==> src/logic/fdcrm_map.vh <==
// Register offsets, fields and reset values for the reset and motor block
`ifndef FDCRM_MAP_VH
`define FDCRM_MAP_VH
`define FDCRM_OFF_DOR 4'h0
`define FDCRM_OFF_RATE 4'h1
`define FDCRM_OFF_CCR 4'h2
`define FDCRM_OFF_MODE 4'h3
`define FDCRM_OFF_FIFO 4'h4
`define FDCRM_OFF_FREEZE 4'h5
`define FDCRM_OFF_TIMING 4'h6
`define FDCRM_OFF_CFG 4'h7
`define FDCRM_OFF_STATUS 4'h8
`define FDCRM_OFF_MUX 4'h9
`define FDCRM_NREGS 4'hA
`define FDCRM_DOR_RST 8'h00
`define FDCRM_RATE_RST 8'h02
`define FDCRM_CCR_RST 8'h02
`define FDCRM_MODE_RST 8'h00
`define FDCRM_FIFO_RST 8'h20
`define FDCRM_FREEZE_RST 8'h00
`define FDCRM_TIMING_RST 8'h00
`define FDCRM_CFG_RST 8'h00
`define FDCRM_MUX_RST 8'h00
`define FDCRM_MTR_LO 4
`define FDCRM_MTR_HI 7
`define FDCRM_CFG_ENC 7
`define FDCRM_MUX_DUAL 0
`define FDCRM_MUX_M0 1
`define FDCRM_MUX_M1 2
`define FDCRM_RESP_OKAY 2'h0
`define FDCRM_RESP_SLVERR 2'h2
`endif

==> src/logic/fdcrm_regmem.v <==
// Small register memory with registered read port
`timescale 1ns/1ps
`default_nettype none
module fdcrm_regmem (
    // Clock
    input wire aclk,
    input wire ce,
    // Write port
    input wire we,
    input wire [3:0] waddr,
    input wire [7:0] wdata,
    // Read port
    input wire [3:0] raddr,
    output reg [7:0] rdata_r
);
    reg [7:0] mem [0:15];

    always @(posedge aclk) begin
        if (ce) begin
            if (we) begin
                mem[waddr] <= wdata;
            end
            rdata_r <= mem[raddr];
        end
    end
endmodule // fdcrm_regmem
`default_nettype wire

==> src/logic/fdcrm_top.v <==
// Floppy controller master reset and motor-select logic with AXI4-Lite
// Operation
// - Master reset high forces idle and all disk outputs inactive.
// - Master reset clears output register and loads rate select and config control registers with 02.
// - Master reset restores extended mode, FIFO setup and freeze parameters.
// - Master reset leaves drive-timing parameters untouched.
// - Master reset loads chip configuration register with its default.
// - Motor enables come from output register bits 7 to 4.
// - Motor enables are active low.
// - Four-drive select bit 7 makes motor outputs carry an encoded value.
// - Motor pins share rate indicator and kbc bit only in dual-serial mode.
`include "fdcrm_map.vh"
`timescale 1ns/1ps
`default_nettype none
module fdcrm_top (
    // Clock and reset
    input wire aclk,
    input wire aresetn,
    input wire ce,
    // Chip master reset pin, active high
    input wire chip_master_reset,
    // AXI4-Lite write address
    input wire [31:0] s_axi_awaddr,
    input wire s_axi_awvalid,
    output wire s_axi_awready,
    // AXI4-Lite write data
    input wire [31:0] s_axi_wdata,
    input wire [3:0] s_axi_wstrb,
    input wire s_axi_wvalid,
    output wire s_axi_wready,
    // AXI4-Lite write response
    output reg [1:0] s_axi_bresp,
    output reg s_axi_bvalid,
    input wire s_axi_bready,
    // AXI4-Lite read address
    input wire [31:0] s_axi_araddr,
    input wire s_axi_arvalid,
    output wire s_axi_arready,
    // AXI4-Lite read data
    output reg [31:0] s_axi_rdata,
    output reg [1:0] s_axi_rresp,
    output reg s_axi_rvalid,
    input wire s_axi_rready,
    // Drive pins
    output reg [1:0] motor_enable_n,
    output reg rate_indicator_out,
    input wire kbc_port_bit,
    output reg ctrl_idle
);
    localparam ST_IDLE = 2'b00;
    localparam ST_RUN = 2'b01;

    function in_map;
        input [3:0] idx;
        begin
            in_map = (idx < `FDCRM_NREGS);
        end
    endfunction

    // Master reset pin and kbc port bit synchronisers
    reg mr_s1_r;
    reg mr_s2_r;
    reg kb_s1_r;
    reg kb_s2_r;
    always @(posedge aclk) begin
        if (!aresetn) begin
            mr_s1_r <= 1'b0;
            mr_s2_r <= 1'b0;
            kb_s1_r <= 1'b1;
            kb_s2_r <= 1'b1;
        end else if (ce) begin
            mr_s1_r <= chip_master_reset;
            mr_s2_r <= mr_s1_r;
            kb_s1_r <= kbc_port_bit;
            kb_s2_r <= kb_s1_r;
        end
    end
    wire mr = mr_s2_r;

    // Registers
    reg [7:0] dor_r;
    reg [7:0] rate_r;
    reg [7:0] ccr_r;
    reg [7:0] mode_r;
    reg [7:0] fifo_r;
    reg [7:0] freeze_r;
    reg [7:0] cfg_r;
    reg [7:0] mux_r;
    reg [1:0] state_r;

    // Write channel capture, address and data in either order
    reg aw_have_r;
    reg w_have_r;
    reg [3:0] aw_idx_r;
    reg [31:0] w_data_r;
    reg [3:0] w_strb_r;
    // Readies gated by ce so no beat is accepted while frozen
    assign s_axi_awready = ce && !aw_have_r && !s_axi_bvalid;
    assign s_axi_wready = ce && !w_have_r && !s_axi_bvalid;
    wire [3:0] aw_idx = aw_have_r ? aw_idx_r : s_axi_awaddr[5:2];
    wire [31:0] w_dat = w_have_r ? w_data_r : s_axi_wdata;
    wire [3:0] w_stb = w_have_r ? w_strb_r : s_axi_wstrb;
    wire aw_ok = aw_have_r || (s_axi_awvalid && s_axi_awready);
    wire w_ok = w_have_r || (s_axi_wvalid && s_axi_wready);
    wire wr_go = aw_ok && w_ok;
    wire wr_en = wr_go && w_stb[0] && in_map(aw_idx);
    wire [7:0] wb = w_dat[7:0];

    // Drive-timing parameters live in memory, untouched by master reset
    wire tim_we = wr_en && (aw_idx == `FDCRM_OFF_TIMING);
    wire [7:0] tim_rd;

    // Read channel: one-cycle memory latency
    reg rd_wait_r;
    reg [3:0] ar_idx_r;
    assign s_axi_arready = ce && !rd_wait_r && !s_axi_rvalid;

    fdcrm_regmem u_mem (
        .aclk(aclk),
        .ce(ce),
        .we(tim_we),
        .waddr(`FDCRM_OFF_TIMING),
        .wdata(wb),
        .raddr(`FDCRM_OFF_TIMING),
        .rdata_r(tim_rd)
    );

    always @(posedge aclk) begin
        if (!aresetn) begin
            aw_have_r <= 1'b0;
            w_have_r <= 1'b0;
            aw_idx_r <= 4'h0;
            w_data_r <= 32'h00000000;
            w_strb_r <= 4'h0;
            s_axi_bvalid <= 1'b0;
            s_axi_bresp <= `FDCRM_RESP_OKAY;
        end else if (ce) begin
            if (s_axi_bvalid && s_axi_bready) begin
                s_axi_bvalid <= 1'b0;
            end
            if (wr_go) begin
                aw_have_r <= 1'b0;
                w_have_r <= 1'b0;
                s_axi_bvalid <= 1'b1;
                s_axi_bresp <= in_map(aw_idx) ? `FDCRM_RESP_OKAY
                                              : `FDCRM_RESP_SLVERR;
            end else begin
                if (s_axi_awvalid && s_axi_awready) begin
                    aw_have_r <= 1'b1;
                    aw_idx_r <= s_axi_awaddr[5:2];
                end
                if (s_axi_wvalid && s_axi_wready) begin
                    w_have_r <= 1'b1;
                    w_data_r <= s_axi_wdata;
                    w_strb_r <= s_axi_wstrb;
                end
            end
        end
    end

    // Control registers and master reset
    always @(posedge aclk) begin
        if (!aresetn || (ce && mr)) begin
            dor_r <= `FDCRM_DOR_RST;
            rate_r <= `FDCRM_RATE_RST;
            ccr_r <= `FDCRM_CCR_RST;
            mode_r <= `FDCRM_MODE_RST;
            fifo_r <= `FDCRM_FIFO_RST;
            freeze_r <= `FDCRM_FREEZE_RST;
            cfg_r <= `FDCRM_CFG_RST;
            mux_r <= `FDCRM_MUX_RST;
            state_r <= ST_IDLE;
        end else if (ce) begin
            case (state_r)
                ST_IDLE: state_r <= ST_RUN;
                ST_RUN: state_r <= ST_RUN;
                default: state_r <= ST_IDLE;
            endcase
            if (wr_en) begin
                case (aw_idx)
                    `FDCRM_OFF_DOR: dor_r <= wb;
                    `FDCRM_OFF_RATE: rate_r <= wb;
                    `FDCRM_OFF_CCR: ccr_r <= wb;
                    `FDCRM_OFF_MODE: mode_r <= wb;
                    `FDCRM_OFF_FIFO: fifo_r <= wb;
                    `FDCRM_OFF_FREEZE: freeze_r <= wb;
                    `FDCRM_OFF_CFG: cfg_r <= wb;
                    `FDCRM_OFF_MUX: mux_r <= wb;
                    default: ;
                endcase
            end
        end
    end

    // Read data path
    reg [7:0] rd_val;
    always @* begin
        case (ar_idx_r)
            `FDCRM_OFF_DOR: rd_val = dor_r;
            `FDCRM_OFF_RATE: rd_val = rate_r;
            `FDCRM_OFF_CCR: rd_val = ccr_r;
            `FDCRM_OFF_MODE: rd_val = mode_r;
            `FDCRM_OFF_FIFO: rd_val = fifo_r;
            `FDCRM_OFF_FREEZE: rd_val = freeze_r;
            `FDCRM_OFF_TIMING: rd_val = tim_rd;
            `FDCRM_OFF_CFG: rd_val = cfg_r;
            `FDCRM_OFF_STATUS: rd_val = {4'h0, kb_s2_r, mr,
                                         motor_enable_n};
            `FDCRM_OFF_MUX: rd_val = mux_r;
            default: rd_val = 8'h00;
        endcase
    end

    always @(posedge aclk) begin
        if (!aresetn) begin
            rd_wait_r <= 1'b0;
            ar_idx_r <= 4'h0;
            s_axi_rvalid <= 1'b0;
            s_axi_rdata <= 32'h00000000;
            s_axi_rresp <= `FDCRM_RESP_OKAY;
        end else if (ce) begin
            if (s_axi_rvalid && s_axi_rready) begin
                s_axi_rvalid <= 1'b0;
            end
            if (s_axi_arvalid && s_axi_arready) begin
                rd_wait_r <= 1'b1;
                ar_idx_r <= s_axi_araddr[5:2];
            end
            if (rd_wait_r) begin
                rd_wait_r <= 1'b0;
                s_axi_rvalid <= 1'b1;
                s_axi_rdata <= {24'h000000, rd_val};
                s_axi_rresp <= in_map(ar_idx_r) ? `FDCRM_RESP_OKAY
                                                : `FDCRM_RESP_SLVERR;
            end
        end
    end

    // Motor select decode
    wire [3:0] mtr_bits = dor_r[`FDCRM_MTR_HI:`FDCRM_MTR_LO];
    reg [1:0] mtr_on;
    always @* begin
        if (cfg_r[`FDCRM_CFG_ENC]) begin
            // Encoded: drive number of lowest running motor, plus one, saturating at 3
            casez (mtr_bits)
                4'b???1: mtr_on = 2'b01;
                4'b??10: mtr_on = 2'b10;
                4'b?100: mtr_on = 2'b11;
                4'b1000: mtr_on = 2'b11;
                default: mtr_on = 2'b00;
            endcase
        end else begin
            mtr_on = mtr_bits[1:0];
        end
    end

    wire dual = mux_r[`FDCRM_MUX_DUAL];
    wire m0_alt = dual && mux_r[`FDCRM_MUX_M0];
    wire m1_alt = dual && mux_r[`FDCRM_MUX_M1];

    always @(posedge aclk) begin
        if (!aresetn || (ce && mr)) begin
            motor_enable_n <= 2'b11;
            rate_indicator_out <= 1'b0;
            ctrl_idle <= 1'b1;
        end else if (ce) begin
            ctrl_idle <= (state_r == ST_IDLE);
            motor_enable_n[0] <= m0_alt ? rate_r[0] : ~mtr_on[0];
            motor_enable_n[1] <= m1_alt ? kb_s2_r : ~mtr_on[1];
            rate_indicator_out <= rate_r[0];
        end
    end
endmodule // fdcrm_top
`default_nettype wire

==> config.mk <==
export PLATFORM = sky130hd
export DESIGN_NAME = fdcrm_top
export DESIGN_NICKNAME = d
export VERILOG_FILES = /design/src/logic/fdcrm_regmem.v /design/src/logic/fdcrm_top.v
export VERILOG_INCLUDE_DIRS = /design/src /design/src/logic
export SDC_FILE = /design/constraint.sdc
export NUM_CORES = 1
export LEC_CHECK = 0
export BUFFER_PORTS_ARGS = -buffer_cell sky130_fd_sc_hd__buf_2
export CAP_MARGIN = 0
export CORE_MARGIN = 3
export CORE_UTILIZATION = 40
export DETAILED_ROUTE_END_ITERATION = 8
export PLACE_DENSITY_LB_ADDON = 0.25
export RECOVER_POWER = 25
export SETUP_SLACK_MARGIN = 0.1
export SLEW_MARGIN = 10
export SYNTH_ARGS = -nofsm -noshare
export SYNTH_HDL_FRONTEND = slang
export SYNTH_SLANG_ARGS = --single-unit
==> constraint.sdc <==
create_clock -name aclk -period 2.8 [get_ports aclk]
set_input_delay 0.56 -clock aclk [delete_from_list [all_inputs] [get_ports aclk]]
set_output_delay 0.56 -clock aclk [all_outputs]
set_load 0.05 [all_outputs]
Yosys cells after proc, flatten, opt, wreduce, memory -nomap -nowiden
Memories as Yosys holds them, arrays and structs flattened. A register that Yosys moved wholly into a read port is not among the register bits.
Index checks and enable logic that the tools add are counted.
{"block": "word_totals", "ff_bits": 108, "mem_bits_rw": 128, "input_bits": 110, "word_cells": 132, "n_memories": 1}
{"block": "classes", "magnitude_cmp": 2, "eq_ne": 21, "n_mux": 24, "n_bitwise": 3, "reduce_logical": 53}
{"memory": "u_mem.mem", "words": 16, "word_bits": 8, "read_ports": 1, "rd_ports_with_merged_regs": 1, "write_ports": 1, "line_no": "fdcrm_regmem.v:16", "source": "reg [7:0] mem [0:15];"}
{"operator": "$pmux 8 s10", "n": 1}
{"operator": "$eq 4x3->1 const B", "n": 8}
{"operator": "$reduce_and 3->1", "n": 10}
{"operator": "$logic_and 1x1->1", "n": 18}
{"operator": "$mux 1", "n": 17}
{"operator": "$eq 4x2->1 const B", "n": 4}
{"operator": "$eq 4x4->1 const B", "n": 4}
{"operator": "$reduce_and 2->1", "n": 7}
{"operator": "$eq 4x1->1 const B", "n": 2}
{"operator": "$logic_not 4->1", "n": 2}
{"operator": "$lt 4x4->1 const B", "n": 2}
{"operator": "$mux 8", "n": 1}
{"operator": "$reduce_bool 2->1", "n": 4}
{"operator": "$logic_not 1->1", "n": 6}
{"operator": "$mux 2", "n": 3}
{"operator": "$pmux 2 s3", "n": 1}
{"operator": "$mux 4", "n": 1}
{"operator": "$reduce_or 2->1", "n": 2}
{"operator": "$eq 3x3->1 const B", "n": 1}
{"operator": "$logic_or 1x1->1", "n": 3}
{"operator": "$not 1->1", "n": 3}
{"operator": "$eq 2x1->1 const B", "n": 1}
{"operator": "$eq 2x2->1 const B", "n": 1}
{"operator": "$logic_not 2->1", "n": 1}

Logic depth before layout (Yosys ltp)
{"block": "depth", "word_depth": 12, "depth_mapped": 7, "depth_no_buf": 4}

Modules after synthesis
A second synthesis with hierarchy kept.
{"block": "unflattened", "cells_unflattened": 790, "area_unflattened_um2": 10426.2}
{"mod": "fdcrm_regmem", "instances": 1, "cells_per_inst": 230, "area_per_inst_um2": 5232.5}
{"mod": "fdcrm_top", "instances": 1, "cells_per_inst": 560, "area_per_inst_um2": 5193.7}

Worst setup path after synthesis
OpenSTA, ideal clock, no wires.
{"block": "synth_path", "kind": "input -> output", "startpoint": "in ce", "endpoint": "out s_axi_arready", "arrival_time_ns": 2.077, "setup_slack_ns": 0.163, "path_stages": 3, "n_path_buf": 1, "path_cell_list": "buf_1 inv_1 nor3_1"}
{"block": "synth_between", "elab_chain_cells": 2}
{"element": "start: declaration", "line_no": "fdcrm_top.v:19", "source": "input wire ce,"}
{"element": "$logic_and 1x1->1 (2 in a row)", "line_no": "fdcrm_top.v:116", "source": "assign s_axi_arready = ce && !rd_wait_r && !s_axi_rvalid;"}
{"element": "end: declaration", "line_no": "fdcrm_top.v:38", "source": "output wire s_axi_arready,"}
No other way between the ends.

Worst setup path after layout
{"block": "layout_path", "startpoint": "reg aw_have_r", "endpoint": "reg fifo_r[1]"}
{"block": "layout_between", "elab_chain_cells": 9, "word_cells_on_any_way": 12}
{"element": "start: declaration", "line_no": "fdcrm_top.v:92", "source": "reg aw_have_r;"}
{"element": "start signal: assignment", "line_no": "fdcrm_top.v:130", "source": "aw_have_r <= 1'b0;"}
{"element": "start signal: assignment", "line_no": "fdcrm_top.v:142", "source": "aw_have_r <= 1'b0;"}
{"element": "start signal: assignment", "line_no": "fdcrm_top.v:149", "source": "aw_have_r <= 1'b1;"}
{"element": "branches (longest 8 deep; another with $lt 4x4->1)"}
{"element": "$reduce_and 3->1 (no source line) *"}
{"element": "end signal: assignment", "line_no": "fdcrm_top.v:168", "source": "fifo_r <= `FDCRM_FIFO_RST;"}
{"element": "end signal: assignment", "line_no": "fdcrm_top.v:185", "source": "`FDCRM_OFF_FIFO: fifo_r <= wb;"}
{"element": "end: declaration", "line_no": "fdcrm_top.v:85", "source": "reg [7:0] fifo_r;"}
Mark *: on every way between the ends.
A chain may end at the register's enable or synchronous reset.

==> out/results.tsv <==
stage	metric	value	unit
synth	count_of_flip_flops_with_a_built_in_enable_after_synthesis	16	
synth	ys.flop_type	sky130_fd_sc_hd__dfxtp_1	
clock_network	cts_tree	done	
clock_network	cts-root-buf	sky130_fd_sc_hd__clkbuf_16	
worst_setup_path	cp_data_required_time	3.07	ns
drt	antenna_left	0	
drt	wl_per_cell	18.1	µm
drt	route.final.wire_length	15.0	mm
power_and_ir_drop	cellLeakagePower	2.76	nW
outcome	outcome	completed	
placed_design	gp_congestion	0.867	
timing	relSlewSlack	1.04	%
layout	layout_filler_cell_count	1298	
clock_network	worst_setup_hold_path_clk_slew	0.05	ns
clock_network	post_cts_resized	0	
clock_network	clk_latency	0.41	ns
worst_hold_path	hold_class	in -> reg	
drt	vias	4456	
drt	drt_pre_antenna_iters	5	
global_route	largest_net_degree_at_the_start_of_global_routing	38	
floorplanning	dieArea	15900	µm²
clock_network	cts_hold_buffers	0	
timing	min_period	2.50	ns
power_and_ir_drop	vdd.ir_drop.worst	0.000470	V
synth	synth.yosys.seq_area_share	44.7	%
worst_setup_path	crit_path_max_fanout	16	
synth	post_synth.cell_area_avg	9.75	µm²
floorplanning	floorplan.initialDensity	41.3	%
timing	fin_crit_sh	89.1	%
floorplanning	die_h	126	µm
layout	final_cell_area	6730	µm²
worst_setup_path	worst_path_max_delay_cell	sky130_fd_sc_hd__or4_1	
global_route	grt_pass1_vias	4305	
clock_network	clkSinkCount	121	
placed_design	place_ws	0.300	ns
worst_setup_path	path_delay_family	simple AND/OR/NAND/NOR gates	
timing	finalClockSkew	0.00488	ns
layout	synthToLayoutAreaGrowth	16.5	%
timing	finalHoldViolations	0	
power_and_ir_drop	powerDensity	674	nW/µm²
placed_design	placed_cell_area	6120	µm²
drt	routed_via_density	5.36	
timing	fmax	401	MHz
timing	worst_pin_slew	1.48	ns
clock_network	cts_setup_buffers	0	
layout	sequential_cell_area	2580	µm²
clock_network	htreeDepth	4	
worst_setup_path	critPathLaunchType	flop	
worst_setup_path	crit_buf_inv	0	
worst_setup_path	worstSetupEndpointType	flop	
synth	synth.yosys.warnings	0	
floorplanning	core.rowCount	43	
timing	timing.setup.tns	0	ns
worst_setup_path	worst_ep_arrival_time	2.77	ns
layout	final_layout_size_suffix_gt1_share	16.9	%
placed_design	port-buffer-count	45	
floorplanning	design.portCount	155	
floorplanning	fp.coreArea	14000	µm²
worst_hold_path	hold_start	kbc_port_bit	
timing	timing.final.setup_violations	0	
layout	insertedDiodeCount	0	
synth	post_synth_inst_count	592	
synth	synth.lib_cells_used.distinct	62	
worst_setup_path	cp_common_cell	sky130_fd_sc_hd__mux2i_1	
global_route	grt_first_pass_wirelength	23.7	mm
worst_setup_path	max_stage_delay	0.90	ns
job	drv_cap	0	
layout	multi_input_comb_area	2890	µm²
placed_design	dp_hpwl	10.5	mm
timing	grt_setup_unrepaired	no	
worst_setup_path	path_cells	mux2i_1 > o2111ai_2 > or4_1 > mux2i_1	
global_route	globalRoute.totalOverflow	0	
drt	initialDrtViolationCount	338	
timing	fin_ws	0.305	ns
synth	syn-cell-area	5770	µm²
worst_setup_path	timing_worst_setup_path_type	reg -> reg	
clock_network	number_of_cts_inserted_buffers	17	
worst_setup_path	worst_r2r_startpoint	aw_have_r$_SDFFE_PN0P_	
global_route	grt_util_all_layers	19.0	%
global_route	number_of_antenna_violations_at_the_first_check_in_global_routing	0	
layout	nNetsFinal	749	
floorplanning	die_x	126	µm
synth	synth.ff_latch_count	121	
drt	route.detailed.drc	0	
clock_network	cts_max_path_buffers	2	
timing	slew_viol_final	0	
worst_setup_path	startpoint_of_the_worst_setup_timing_path	aw_have_r$_SDFFE_PN0P_	
synth	synth-async-reset-ratio	0	%
power_and_ir_drop	report.power.total	0.00453	W
[Yosys cell counts, types with 5 or more instances]
cell type                  instances  area [µm²]
sky130_fd_sc_hd__nand2_1          89         334
sky130_fd_sc_hd__nand3_1          15        75.1
sky130_fd_sc_hd__a21oi_1          16        80.1
sky130_fd_sc_hd__edfxtp_1         16         480
sky130_fd_sc_hd__nand3b_1          8        60.1
sky130_fd_sc_hd__nand2b_1          7        43.8
sky130_fd_sc_hd__clkbuf_1         22        82.6
sky130_fd_sc_hd__nor2_1           23        86.3
sky130_fd_sc_hd__buf_2             5        25.0
sky130_fd_sc_hd__nor3_1            9        45.0
sky130_fd_sc_hd__o21ai_0          16        80.1
sky130_fd_sc_hd__dfxtp_1         105        2100
sky130_fd_sc_hd__inv_1             8        30.0
sky130_fd_sc_hd__mux2_2           12         135
sky130_fd_sc_hd__a31oi_1           8        50.1
sky130_fd_sc_hd__buf_1             7        26.3
sky130_fd_sc_hd__and2_1            6        37.5
sky130_fd_sc_hd__buf_4            29         218
sky130_fd_sc_hd__nor2b_1          25         156
sky130_fd_sc_hd__mux2i_1          98         981
[cell families after synthesis]
kind of cell	after synthesis	synth area share, %
muxes	113	20.1
AOI/OAI and AO/OA	73	8.97
buffers and inverters	72	6.81
other	1	0.0650
and+or+nand+nor	212	19.3
DFF	121	44.7
[area by class of cell]
| cell class | instances | share of cell area [%] |
|---|---|---|
| clock inverter | 13 | 2.62 |
| multi-input combinational | 424 | 43.0 |
| timing repair buffer | 67 | 5.58 |
| tap | 180 | 3.35 |
| inverter | 8 | 0.447 |
| clock buffer | 19 | 6.59 |
| sequential | 121 | 38.4 |
[final timing paths]
| kind | to | slack (ns) | cells after the start |
|---|---|---|---|
| min reg2reg | u_mem.rdata_r[6]$_DFFE_PP_ | 0.41 | 0 |
| max reg2reg | fifo_r[1]$_SDFFE_PP0P_ | 0.30 | 4 |
| min | kb_s1_r$_SDFFE_PN1P_ | 0.38 | 3 |
| max | fifo_r[1]$_SDFFE_PP0P_ | 0.30 | 4 |
[layout by cell type, fill, tap and decap left out, drive strengths merged, types with 4 or more instances in the layout]
cell,count
a21oi,16
a22oi,4
a31oi,8
and2,6
buf,59
bufinv,4
clkbuf,27
clkinv,6
conb,26
dfxtp,105
edfxtp,16
inv,8
mux2,14
mux2i,99
nand2,89
nand2b,7
nand3,15
nand3b,8
nor2,23
nor2b,25
nor3,12
nor3b,5
nor4,4
o21ai,17
[worst register-to-register path, delay by kind of cell, from the launching register on]
family | cells | cell delay, ns
AND/OR/NAND/NOR | 1 | 0.90
flip-flops | 1 | 0.71
AO/OA/AOI/OAI | 1 | 0.23
multiplexers | 2 | 0.51
[state kept, by name, indices dropped and copies added, names as in the netlist, 2 cells and up]
| signal | flops |
|---|---|
| ccr_r | 8 |
| cfg_r | 8 |
| dor_r | 8 |
| fifo_r | 8 |
| freeze_r | 8 |
| mode_r | 8 |
| mux_r | 8 |
| rate_r | 8 |
| s_axi_rdata | 8 |
| u_mem.mem | 8 |
| u_mem.rdata_r | 8 |
| w_data_r | 8 |
| ar_idx_r | 4 |
| aw_idx_r | 4 |
| motor_enable_n | 2 |
[where the power goes]
| group | total (W) | switching (W) | internal, W | leakage, nW |
|---|---|---|---|---|
| logic | 0.000419 | 0.000298 | 0.000121 | 1.47 |
| clock network | 0.00229 | 0.000784 | 0.00150 | 0.292 |
| registers | 0.00183 | 0.0000421 | 0.00179 | 1.00 |
| total | 0.00453 | 0.00112 | 0.00341 | 2.76 |
[metrics by stage]
step / hold WS [ns] / cells / util, %
after floorplan: 0.400 / 617 / -
after global routing: 0.388 / 832 / 48.1
after detailed placement: 0.405 / 800 / 43.8
final: 0.376 / 832 / 48.1
after CTS: 0.366 / 832 / 48.2
after global placement: 0.401 / 800 / 43.8
[layer usage]
metal / track usage (%) / wire length, µm / part of all wire [%]
met5: 0 / 0 / 0
met1: 25.8 / 6900 / 46
met2: 28.7 / 6830 / 45
met4: 8.39 / 332 / 2.2
met3: 4.66 / 987 / 6.6
Note: power is estimated with default switching activity, not from simulation.
